File: src/inc/cgd_pkg.sv
// shared constants for the clock group divider and delay control block
package cgd_pkg;

  // frame layout: 32-bit word, MSB first, address in the low five bits
  localparam int FRAME_BITS = 32;
  localparam int ADDR_W     = 5;
  localparam int ADDR_LSB   = 0;
  localparam int NUM_GROUPS = 6;

  // register addresses
  localparam logic [4:0] ADDR_GRP_FIRST = 5'h00;
  localparam logic [4:0] ADDR_GRP_LAST  = 5'h05;
  localparam logic [4:0] ADDR_NOSYNC    = 5'h0B;
  localparam logic [4:0] ADDR_FBDIV     = 5'h1E;

  // group register field positions
  localparam int PD_BIT        = 31;
  localparam int SRC_BIT       = 30;
  localparam int ODD_ADLY_BIT  = 29;
  localparam int EVEN_ADLY_BIT = 28;
  localparam int DDLY_LSB      = 18;
  localparam int DDLY_W        = 10;
  localparam int RESET_BIT     = 17;
  localparam int PWDN_BIT      = 17;
  localparam int HS_BIT        = 16;
  localparam int DIV_LSB       = 5;
  localparam int DIV_W         = 11;
  localparam int NOSYNC_LSB    = 5;

  // groups that carry the special bits
  localparam int RESET_GRP = 0;
  localparam int PWDN_GRP  = 1;
  localparam int SRC_GRP_A = 3;
  localparam int SRC_GRP_B = 4;

  // delay and divide thresholds
  localparam logic [9:0]  DDLY_MIN = 10'h005;
  localparam logic [9:0]  DDLY_EXT = 10'h00D;
  localparam logic [10:0] DIV_EXT  = 11'h01A;
  localparam logic [10:0] DIV_ONE  = 11'h001;
  localparam logic [10:0] DIV_TWO  = 11'h002;
  localparam logic [10:0] DIV_FOUR = 11'h004;
  localparam logic [10:0] DIV_FIVE = 11'h005;

  // values after reset
  localparam logic [31:0] GRP_DEFAULT    = 32'h0014_0020;
  localparam logic [5:0]  NOSYNC_DEFAULT = 6'h00;

  // cycle counts
  localparam int VCO_DIV_DEFAULT  = 1;
  localparam int SER_HALF_DEFAULT = 2;

endpackage : cgd_pkg

File: src/inc/cgd_if.sv
// three-wire serial configuration link between host and device
`timescale 1ns/1ps
interface cgd_if;
  logic ser_clk;
  logic ser_data;
  logic serial_latch_enable;

  modport host
  (
    output ser_clk,
    output ser_data,
    output serial_latch_enable
  );

  modport device
  (
    input  ser_clk,
    input  ser_data,
    input  serial_latch_enable
  );
endinterface : cgd_if

File: src/cgd_device.sv
// device end: serial receiver, group control registers and six output groups
`timescale 1ns/1ps
module cgd_device
  import cgd_pkg::*;
#(
  parameter int VCO_DIV = VCO_DIV_DEFAULT
)
(
  input  wire logic                  mclk,
  input  wire logic                  rst,
  cgd_if.device                      link,
  input  wire logic                  sync_req,
  output logic [2*NUM_GROUPS-1:0]    clk_out,
  output logic [NUM_GROUPS-1:0]      group_ext_mode,
  output logic [2*NUM_GROUPS-1:0]    analog_delay_en,
  output logic [NUM_GROUPS-1:0]      analog_delay_pd,
  output logic [NUM_GROUPS-1:0]      group_source_osc,
  output logic                       device_power_down,
  output logic                       soft_reset_bit,
  output logic                       auto_sync
);

  // link pins are taken as synchronous to mclk, so one flop gives edge detection
  logic        sclk_q_r;
  logic        le_q_r;
  logic [31:0] shift_r;
  logic        reset_pend_r;
  logic        reset_bit_r;
  logic        auto_sync_r;
  logic [5:0]  nosync_r;
  logic [31:0] grp_r [NUM_GROUPS];
  logic [7:0]  tick_cnt_r;
  logic        tick;

  wire       sclk_rise = link.ser_clk & ~sclk_q_r;
  wire       le_rise   = link.serial_latch_enable & ~le_q_r;
  wire       le_fall   = ~link.serial_latch_enable & le_q_r;
  wire [4:0] wr_addr   = shift_r[ADDR_LSB +: ADDR_W];
  wire       wr_grp    = le_rise & (wr_addr <= ADDR_GRP_LAST);
  wire       reset_wr  = wr_grp & (wr_addr == ADDR_GRP_FIRST) & shift_r[RESET_BIT];
  wire       other_wr  = le_rise & ~reset_wr;
  wire       do_reset  = le_fall & reset_pend_r;
  wire       sync_evt  = sync_req | auto_sync_r;
  wire       dev_pd    = grp_r[PWDN_GRP][PWDN_BIT];

  always_ff @(posedge mclk)
  begin
    if (rst)
    begin
      sclk_q_r <= 1'b0;
      le_q_r   <= 1'b0;
      shift_r  <= 32'h0000_0000;
    end
    else
    begin
      sclk_q_r <= link.ser_clk;
      le_q_r   <= link.serial_latch_enable;
      if (sclk_rise)
      begin
        shift_r <= {shift_r[FRAME_BITS-2:0], link.ser_data};
      end
    end
  end

  // reset bit: pending until the latch falls, visible until any other write
  always_ff @(posedge mclk)
  begin
    if (rst)
    begin
      reset_pend_r <= 1'b0;
      reset_bit_r  <= 1'b0;
    end
    else
    begin
      if (reset_wr)
      begin
        reset_pend_r <= 1'b1;
        reset_bit_r  <= 1'b1;
      end
      else if (other_wr)
      begin
        reset_bit_r <= 1'b0;
      end
      if (do_reset)
      begin
        reset_pend_r <= 1'b0;
      end
    end
  end

  // writing the feedback divider restarts groups that need phase realignment
  always_ff @(posedge mclk)
  begin
    if (rst)
    begin
      auto_sync_r <= 1'b0;
      nosync_r    <= NOSYNC_DEFAULT;
    end
    else
    begin
      auto_sync_r <= le_rise & (wr_addr == ADDR_FBDIV);
      if (do_reset)
      begin
        nosync_r <= NOSYNC_DEFAULT;
      end
      else if (le_rise & (wr_addr == ADDR_NOSYNC))
      begin
        nosync_r <= shift_r[NOSYNC_LSB +: NUM_GROUPS];
      end
    end
  end

  // distribution half-period tick: one per VCO_DIV master cycles
  always_ff @(posedge mclk)
  begin
    if (rst || tick)
    begin
      tick_cnt_r <= 8'h00;
    end
    else
    begin
      tick_cnt_r <= tick_cnt_r + 8'h01;
    end
  end

  assign tick = (tick_cnt_r == 8'(VCO_DIV - 1));

  genvar g;
  generate
    for (g = 0; g < NUM_GROUPS; g++)
    begin : gen_grp
      logic grp_clk;

      // a reset write stores nothing; defaults land at the latch fall
      always_ff @(posedge mclk)
      begin
        if (rst)
        begin
          grp_r[g] <= GRP_DEFAULT;
        end
        else if (do_reset)
        begin
          grp_r[g] <= GRP_DEFAULT;
        end
        else if (wr_grp && !reset_wr && wr_addr == 5'(g))
        begin
          grp_r[g] <= shift_r;
        end
      end

      cgd_group #(
        .HAS_SRC (g == SRC_GRP_A || g == SRC_GRP_B)
      ) u_grp (
        .mclk         (mclk),
        .rst          (rst),
        .tick         (tick),
        .sync_evt     (sync_evt),
        .ctrl         (grp_r[g]),
        .no_sync      (nosync_r[g]),
        .dev_pd       (dev_pd),
        .grp_clk      (grp_clk),
        .ext_mode     (group_ext_mode[g]),
        .even_adly_en (analog_delay_en[2*g]),
        .odd_adly_en  (analog_delay_en[2*g+1]),
        .adly_pd      (analog_delay_pd[g]),
        .src_osc      (group_source_osc[g])
      );

      // both outputs of a pair carry the same divided clock
      assign clk_out[2*g]   = grp_clk;
      assign clk_out[2*g+1] = grp_clk;
    end
  endgenerate

  // the reset register stores no reset bit, so bit 17 of group 0 stays clear
  wire unused_rst_grp = grp_r[RESET_GRP][RESET_BIT];

  assign device_power_down = dev_pd;
  assign soft_reset_bit    = reset_bit_r;
  assign auto_sync         = auto_sync_r;

endmodule : cgd_device

File: src/cgd_group.sv
// one output group: applied delay, half-step shift and 50% duty divider
`timescale 1ns/1ps
module cgd_group
  import cgd_pkg::*;
#(
  parameter bit HAS_SRC = 1'b0
)
(
  input  wire logic        mclk,
  input  wire logic        rst,
  input  wire logic        tick,
  input  wire logic        sync_evt,
  input  wire logic [31:0] ctrl,
  input  wire logic        no_sync,
  input  wire logic        dev_pd,
  output logic             grp_clk,
  output logic             ext_mode,
  output logic             even_adly_en,
  output logic             odd_adly_en,
  output logic             adly_pd,
  output logic             src_osc
);

  // time base is half a distribution period per tick, so odd divides stay at 50%
  logic [11:0] cnt_r;
  logic        dly_act_r;
  logic        out_r;
  logic        hs_q_r;

  wire         pd       = ctrl[PD_BIT] | dev_pd;
  wire  [9:0]  ddly     = ctrl[DDLY_LSB +: DDLY_W];
  wire  [10:0] div_raw  = ctrl[DIV_LSB +: DIV_W];
  wire         hs       = ctrl[HS_BIT];
  // code 0 is reserved; it divides by one rather than stall the group
  wire  [10:0] div_eff  = (div_raw == 11'h000) ? DIV_ONE : div_raw;
  wire  [9:0]  ddly_eff = (ddly < DDLY_MIN) ? DDLY_MIN : ddly;
  wire  [11:0] dly_half = {1'b0, ddly_eff, 1'b0} - {11'h000, hs};
  wire         apply    = sync_evt & ~no_sync;
  wire         hs_adv   = hs & ~hs_q_r;
  wire         hs_hold  = ~hs & hs_q_r;
  wire  [11:0] step     = hs_adv ? 12'h002 : (hs_hold ? 12'h000 : 12'h001);
  wire         expire   = cnt_r <= step;

  always_ff @(posedge mclk)
  begin
    if (rst)
    begin
      cnt_r      <= 12'h001;
      dly_act_r  <= 1'b0;
      out_r      <= 1'b0;
      hs_q_r     <= 1'b0;
    end
    else if (pd)
    begin
      out_r <= 1'b0;
    end
    else if (apply)
    begin
      cnt_r      <= dly_half;
      dly_act_r  <= 1'b1;
      out_r      <= 1'b0;
      hs_q_r     <= hs;
    end
    else if (tick)
    begin
      hs_q_r <= hs;
      if (expire)
      begin
        cnt_r     <= {1'b0, div_eff};
        dly_act_r <= 1'b0;
        out_r     <= dly_act_r ? 1'b1 : ~out_r;
      end
      else
      begin
        cnt_r <= cnt_r - step;
      end
    end
  end

  // status decodes are registered so every data output comes from a flop
  always_ff @(posedge mclk)
  begin
    if (rst)
    begin
      ext_mode     <= 1'b0;
      even_adly_en <= 1'b0;
      odd_adly_en  <= 1'b0;
      adly_pd      <= 1'b1;
      src_osc      <= 1'b0;
    end
    else
    begin
      ext_mode     <= ~pd & ((ddly >= DDLY_EXT) | (div_raw >= DIV_EXT));
      even_adly_en <= ~pd & ctrl[EVEN_ADLY_BIT];
      odd_adly_en  <= ~pd & ctrl[ODD_ADLY_BIT];
      adly_pd      <= pd | ~(ctrl[EVEN_ADLY_BIT] | ctrl[ODD_ADLY_BIT]);
      src_osc      <= HAS_SRC & ctrl[SRC_BIT];
    end
  end

  assign grp_clk = out_r;

endmodule : cgd_group

File: src/flat_wrapper.sv
// flat-port wrapper written by rule: the top's interface ports become plain ports
module cgd_device_flat import cgd_pkg::*;
#(
  parameter int VCO_DIV = VCO_DIV_DEFAULT
)
  (mclk, rst, sync_req, clk_out, group_ext_mode, analog_delay_en, analog_delay_pd, group_source_osc, device_power_down, soft_reset_bit, auto_sync, link_ser_clk, link_ser_data, link_serial_latch_enable);
  cgd_if link_i ();
  input  wire logic mclk;
  input  wire logic rst;
  input  wire logic sync_req;
  output logic [2*NUM_GROUPS-1:0] clk_out;
  output logic [NUM_GROUPS-1:0] group_ext_mode;
  output logic [2*NUM_GROUPS-1:0] analog_delay_en;
  output logic [NUM_GROUPS-1:0] analog_delay_pd;
  output logic [NUM_GROUPS-1:0] group_source_osc;
  output logic device_power_down;
  output logic soft_reset_bit;
  output logic auto_sync;
  input wire logic [$bits(link_i.ser_clk)-1:0] link_ser_clk;
  input wire logic [$bits(link_i.ser_data)-1:0] link_ser_data;
  input wire logic [$bits(link_i.serial_latch_enable)-1:0] link_serial_latch_enable;
  assign link_i.ser_clk = link_ser_clk;
  assign link_i.ser_data = link_ser_data;
  assign link_i.serial_latch_enable = link_serial_latch_enable;
  cgd_device #(.VCO_DIV(VCO_DIV)) u_core (.mclk(mclk), .rst(rst), .link(link_i), .sync_req(sync_req), .clk_out(clk_out), .group_ext_mode(group_ext_mode), .analog_delay_en(analog_delay_en), .analog_delay_pd(analog_delay_pd), .group_source_osc(group_source_osc), .device_power_down(device_power_down), .soft_reset_bit(soft_reset_bit), .auto_sync(auto_sync));
endmodule
File: config.mk
export PLATFORM = sky130hd
export DESIGN_NAME = cgd_device_flat
export DESIGN_NICKNAME = d
export VERILOG_FILES = /design/src/inc/cgd_pkg.sv /design/src/inc/cgd_if.sv /design/src/cgd_device.sv /design/src/cgd_group.sv /design/src/flat_wrapper.sv
export SDC_FILE = /design/constraint.sdc
export NUM_CORES = 1
export LEC_CHECK = 0
export BUFFER_PORTS_ARGS = -buffer_cell sky130_fd_sc_hd__clkbuf_2
export CAP_MARGIN = 20
export CORE_MARGIN = 4
export CORE_UTILIZATION = 55
export CTS_CLUSTER_SIZE = 40
export DETAILED_ROUTE_END_ITERATION = 16
export PLACE_DENSITY = 0.84
export REMOVE_ABC_BUFFERS = 1
export SYNTH_ARGS = -nofsm -noshare
export SYNTH_HDL_FRONTEND = slang
export SYNTH_HIERARCHICAL = 1
export SYNTH_SLANG_ARGS = --single-unit
File: constraint.sdc
create_clock -name mclk -period 5.6 [get_ports mclk]
set_input_delay 0 -clock mclk [delete_from_list [all_inputs] [get_ports mclk]]
set_output_delay 0 -clock mclk [all_outputs]
set_load 0.05 [all_outputs]
-- Word level (Yosys, flattened, before mapping)
Memory sizes are Yosys's and may differ from the RTL's.
Cells that the tools add are included.
- muxes and demuxes: 121
- eq/ne operators: 7
- add/subtract/negate cells: 13
- reduce and logical (&&, ||, !) cells: 55
- bitwise gates (word level): 123
- magnitude comparators: 25
- operators by type and width (cell ; count):
    2-to-1 mux 32 bit ; 12
    2-to-1 mux 12 bit ; 18
    2-to-1 mux 1 bit ; 73
    <= comparator 12 x 2 -> 1 bit ; 6
    subtractor 11 x 1 -> 12 bit ; 6
    subtractor 12 x 2 -> 12 bit ; 6
    >= comparator 11 x 5 -> 1 bit (second input constant) ; 6
    zero test 11 bit ; 6
    2-to-1 mux 11 bit ; 6
    >= comparator 10 x 4 -> 1 bit (second input constant) ; 6
    < comparator 10 x 3 -> 1 bit (second input constant) ; 6
    2-to-1 mux 10 bit ; 6
    AND 1 bit ; 46
    inverter 1 bit ; 40
    OR 1 bit ; 37
    nonzero test 2 bit ; 13
    AND reduction 2 bit ; 12
    AND reduction 3 bit ; 6
    OR reduction 3 bit ; 6
    2-to-1 mux 2 bit ; 6
    equality test 5 x 2 -> 1 bit (second input constant) ; 2
    equality test 5 x 3 -> 1 bit (second input constant) ; 2
    adder 8 x 1 -> 8 bit (second input constant) ; 1
    zero test 8 bit ; 1
    9 further kinds ; 15
- memory bits (writable): 192
- memories kept: 1
- bits in registers: 167
- memory list (memory ; depth ; width ; rd ports ; clocked after memory_dff ; write ports ; RTL line ; text):
    u_core.grp_r ; 6 ; 32 ; 6 ; 0 ; 6 ; cgd_device.sv:31 ; logic [31:0] grp_r [NUM_GROUPS];

-- Depth between registers and ports, before layout
- depth in word-level cells: 13
- gate-level depth with buffers: 11
- gate-level depth less buffers: 9

-- By module
Netlist, hierarchy kept.
- modules (own cells, without submodules) (module ; seq. area each (µm²) ; area each (µm²) ; cells an instance ; instances):
    cgd_device ; 6786.5 ; 8956.1 ; 682 ; 1
    cgd_group (u_core.gen_grp[3].u_grp ...) ; 400.4 ; 1526.5 ; 195 ; 2
    cgd_group (u_core.gen_grp[0].u_grp ...) ; 380.4 ; 1516.5 ; 193 ; 2
    cgd_group (u_core.gen_grp[2].u_grp) ; 380.4 ; 1516.5 ; 196 ; 1
    cgd_group (u_core.gen_grp[5].u_grp) ; 380.4 ; 1487.7 ; 188 ; 1

-- Worst setup path after synthesis
OpenSTA, ideal clock, no wires.
- kind: reg-to-reg
- from: reg u_core.tick_cnt_r[0]
- to: reg u_core.gen_grp[2].u_grp.cnt_r[9]
- buffers on the path: 1
- arrival time: 4609 ps
- slack: 876 ps
- library setup time: 115 ps
- cell stages (with the launch flop): 10
- required time: 5485 ps
- cells stage by stage: dfxtp_1 -> inv_1 -> ha_1 -> or4b_2 -> nor4_1 -> inv_1 -> a21boi_1 -> clkbuf_1 -> o21ai_0 -> o21a_1
- longest elaborated chain between the ends: 3
- ends and longest elaborated chain (what ; RTL line ; text):
    start, declared ; cgd_device.sv:32 ; logic [7:0] tick_cnt_r;
    start signal, assigned ; cgd_device.sv:122 ; tick_cnt_r <= tick_cnt_r + 8'h01;
    zero test 8 bit ; cgd_device.sv:126 ; assign tick = (tick_cnt_r == 8'(VCO_DIV - 1));
    via u_core.tick ; cgd_device.sv:33 ; logic tick;
    nonzero test 2 bit (no line) ; n/a ;
    AND reduction 2 bit (no line) ; n/a ;
    end signal, assigned ; cgd_group.sv:59 ; cnt_r <= dly_half;
    end signal, assigned ; cgd_group.sv:69 ; cnt_r <= {1'b0, div_eff};
    end signal, assigned ; cgd_group.sv:75 ; cnt_r <= cnt_r - step;
    end, declared ; cgd_group.sv:25 ; logic [11:0] cnt_r;
The timed path passes the listed nets, and every way through them passes these cells.
A chain may end at the register's enable or synchronous reset.

-- Worst setup path in the final report
- from: reg u_core.tick_cnt_r[0]
- to: reg u_core.gen_grp[2].u_grp.cnt_r[11]
Same word-level chain as after synthesis.

==> flow_summary_export.csv <==
group,metric,value,unit
outcome,status,"completed",
worst_setup_path,path_class,"flip-flop to flip-flop",
final_layout,drive_above_1_share,0.109,
sta,hold_viol,0,
detailed_routing,routedWlPerCell,20.8,um
grt,overflow,0,
placement,dp_hpwl,29800,um
job,maxCapViolCount,0,
synthesis,syn_area,16800,um2
die,row_count,63,
die,initial_core_util,0.563,
die,die_w,183,um
worst_setup_path,critical-path-max-stage-delay,0.66,ns
grt,first_global_vias,13504,
placement,numPortBuffers,46,
clock_tree,cts.htree.levels,2,
clock_tree,clock_latency,0.51,ns
detailed_routing,drt_pass1_iterations,8,
power_and_ir_drop,power.density,325,nW/um2
synthesis,syn_avg_cell_area,9.40,um2
sta,clock.fmax,304,MHz
sta,min_period,3.29,ns
worst_hold_path,hold_path_class,"input port to flip-flop",
detailed_routing,via_per_inst,6.62,
worst_setup_path,r2r_setup_slack,2.31,ns
final_layout,diodes,0,
clock_tree,cts_setup_buffers,0,
clock_tree,cts_buffers,35,
detailed_routing,drt_iter0_drc,1902,
power_and_ir_drop,p_total,5.99,mW
worst_setup_path,reg2reg_to,"u_core/gen_grp[2].u_grp/cnt_r[11]$_SDFFE_PP0P_",
sta,relSlewSlack,0.284,
sta,finalCritPeriodShare,0.588,
detailed_routing,routed_wl,45700,um
worst_setup_path,rr_worst_depth,11,
worst_setup_path,worst_r2r_startpoint,"u_core/tick_cnt_r[0]$_SDFF_PP0_",
clock_tree,clock_path_buffers,3,
worst_setup_path,cpMaxStageDelayCell,"or4b_2",
final_layout,fill_cells,2366,
sta,fin_setup_tns,0,ns
die,chipHeight,183,um
worst_setup_path,path_depth,11,
worst_setup_path,cp-startpoint,"u_core/tick_cnt_r[0]$_SDFF_PP0_",
sta,slew_viol_final,0,
final_layout,fin_nets,1818,
worst_setup_path,cp.arrival,3.73,ns
grt,grt_use_total,0.263,
sta,finClkSkew,0.00906,ns
worst_setup_path,cp-end-kind,"flip-flop",
power_and_ir_drop,peakVddDrop,0.180,mV
grt,grt_max_degree,77,
worst_setup_path,cp.required,6.04,ns
clock_tree,root_buffer,"clkbuf_16",
sta,rsz0062_at_grt,"false",
worst_setup_path,cpLargestDelayFamily,"simple AND/OR/NAND/NOR gates",
sta,fin_hold_ws,0.272,ns
clock_tree,cts_tree,"yes",
synthesis,yosys_warnings,6,
worst_setup_path,worstSetupEndpoint,"u_core/gen_grp[2].u_grp/cnt_r[11]$_SDFFE_PP0P_",
detailed_routing,antenna_left,0,
clock_tree,cts.sinks,320,
detailed_routing,vias,14545,
worst_setup_path,startpoint_type,"flip-flop",
die,core_area,29900,um2
sta,tightest_slew,1.07,ns
worst_setup_path,crit_path_cell_trace,"inv_1 > ha_1 > or4b_2 > nor4_2 > buf_4 > inv_1 > a21boi_1 > buf_4 > nand2_1 > or4_1 > a21oi_1",
grt,antenna_found_initial,0,
die,io_pins,51,
power_and_ir_drop,static-leakage-power,6.40,nW
clock_tree,clkTransAtPathRegs,0.06,ns
worst_setup_path,cp_num_buf_inv,4,
sta,final-setup-viol-count,0,
placement,gp_congestion,0.919,
synthesis,syn-instance-count,1787,
die,die_area,33400,um2
worst_setup_path,crit_fanout,33,
grt,grt_pass1_wl,71900,um
final_layout,areaGrowthSynthToFinish,9.78,%
detailed_routing,drc_errors,0,
flip-flops by register name, summed over array words and instances (netlist names):
register	count
u_core/grp_r	153
u_core/gen_grp.u_grp/cnt_r	72
u_core/shift_r	32
u_core/tick_cnt_r	8
u_core/gen_grp.u_grp/adly_pd	6
u_core/gen_grp.u_grp/dly_act_r	6
u_core/gen_grp.u_grp/even_adly_en	6
u_core/gen_grp.u_grp/ext_mode	6
u_core/gen_grp.u_grp/grp_clk	6
u_core/gen_grp.u_grp/hs_q_r	6
u_core/gen_grp.u_grp/odd_adly_en	6
u_core/nosync_r	6
u_core/gen_grp.u_grp/src_osc	2
u_core/auto_sync	1
u_core/le_q_r	1
u_core/reset_pend_r	1
u_core/sclk_q_r	1
u_core/soft_reset_bit	1
stage by stage:
stage	std cells	cell area (um2)	setup WS [ns]	utilization
5_1_grt	2196	18400	2.16	0.617
3_3_place_gp	2126	17200	2.20	0.574
6_report	2196	18400	2.31	0.617
4_1_cts	2193	18400	2.02	0.616
2_1_floorplan	1666	16200	0.568	-
3_5_place_dp	2126	17200	2.04	0.574
placed cells by master, fill, tap and decap left out, drive strengths merged, types with 15 or more instances in the layout:
master	count
a31oi	15
a211oi	28
a2111oi	15
nand2	155
and2	20
o211ai	15
ha	26
dfxtp	167
inv	66
xnor2	24
nor2b	21
nor2	144
or3	51
edfxtp	153
buf	28
or2	16
or4	29
nor3	201
clkbuf	94
nand3	18
xor2	21
o21ai	78
a21oi	104
nor4	44
per-layer routing:
metal	wire length [um]	GRT usage	part of all wire
met2	21300	0.425	0.47
met4	1990	0.105	0.044
met5	0	0	0
met1	18100	0.357	0.40
met3	4280	0.0456	0.094
timing repair:
action | in CTS | in global routing
hold buffers | 4 | 0
hold endpoints to repair | 14 | 0
gates resized for setup | 0 | 0
how the worst min path moves through the flow:
stage                        startpoint  depth (start not counted)                                             to  slack (ns)
final                      link_ser_clk                          3                     u_core/sclk_q_r$_SDFF_PP0_        0.27
after global routing       link_ser_clk                          3                     u_core/sclk_q_r$_SDFF_PP0_        0.34
after CTS                  link_ser_clk                          3                     u_core/sclk_q_r$_SDFF_PP0_        0.27
after detailed placement  link_ser_data                          3                 u_core/shift_r[0]$_SDFFE_PP0P_        0.25
after global placement    link_ser_data                          3                 u_core/shift_r[0]$_SDFFE_PP0P_        0.24
after floorplan                     rst                          1  u_core/gen_grp[0].u_grp/cnt_r[5]$_SDFFE_PP0P_        0.06
layout make-up:
class | count | area [um2] | area share
multi-input cells | 1281 | 8070 | 0.437
flip-flops and latches | 320 | 7940 | 0.430
clock buffers | 49 | 981 | 0.0532
repair buffers | 77 | 503 | 0.0273
well taps | 390 | 488 | 0.0265
inverters | 65 | 244 | 0.0132
clock inverters | 14 | 226 | 0.0123
worst reg2reg max path: stages, from the launching register on:
cell	delay (ns)
dfxtp_1	0.34
inv_1	0.07
ha_1	0.14
or4b_2	0.66
nor4_2	0.18
buf_4	0.43
inv_1	0.18
a21boi_1	0.31
buf_4	0.26
nand2_1	0.06
or4_1	0.47
a21oi_1	0.13
power by group:
| part | leakage, nW | internal (mW) | switching (mW) |
|---|---|---|---|
| combinational | 2.92 | 0.333 | 0.548 |
| clock | 0.577 | 1.50 | 0.931 |
| sequential | 2.90 | 2.56 | 0.118 |
| total | 6.40 | 4.39 | 1.60 |
No activity file was read; power rests on OpenSTA's default activity.
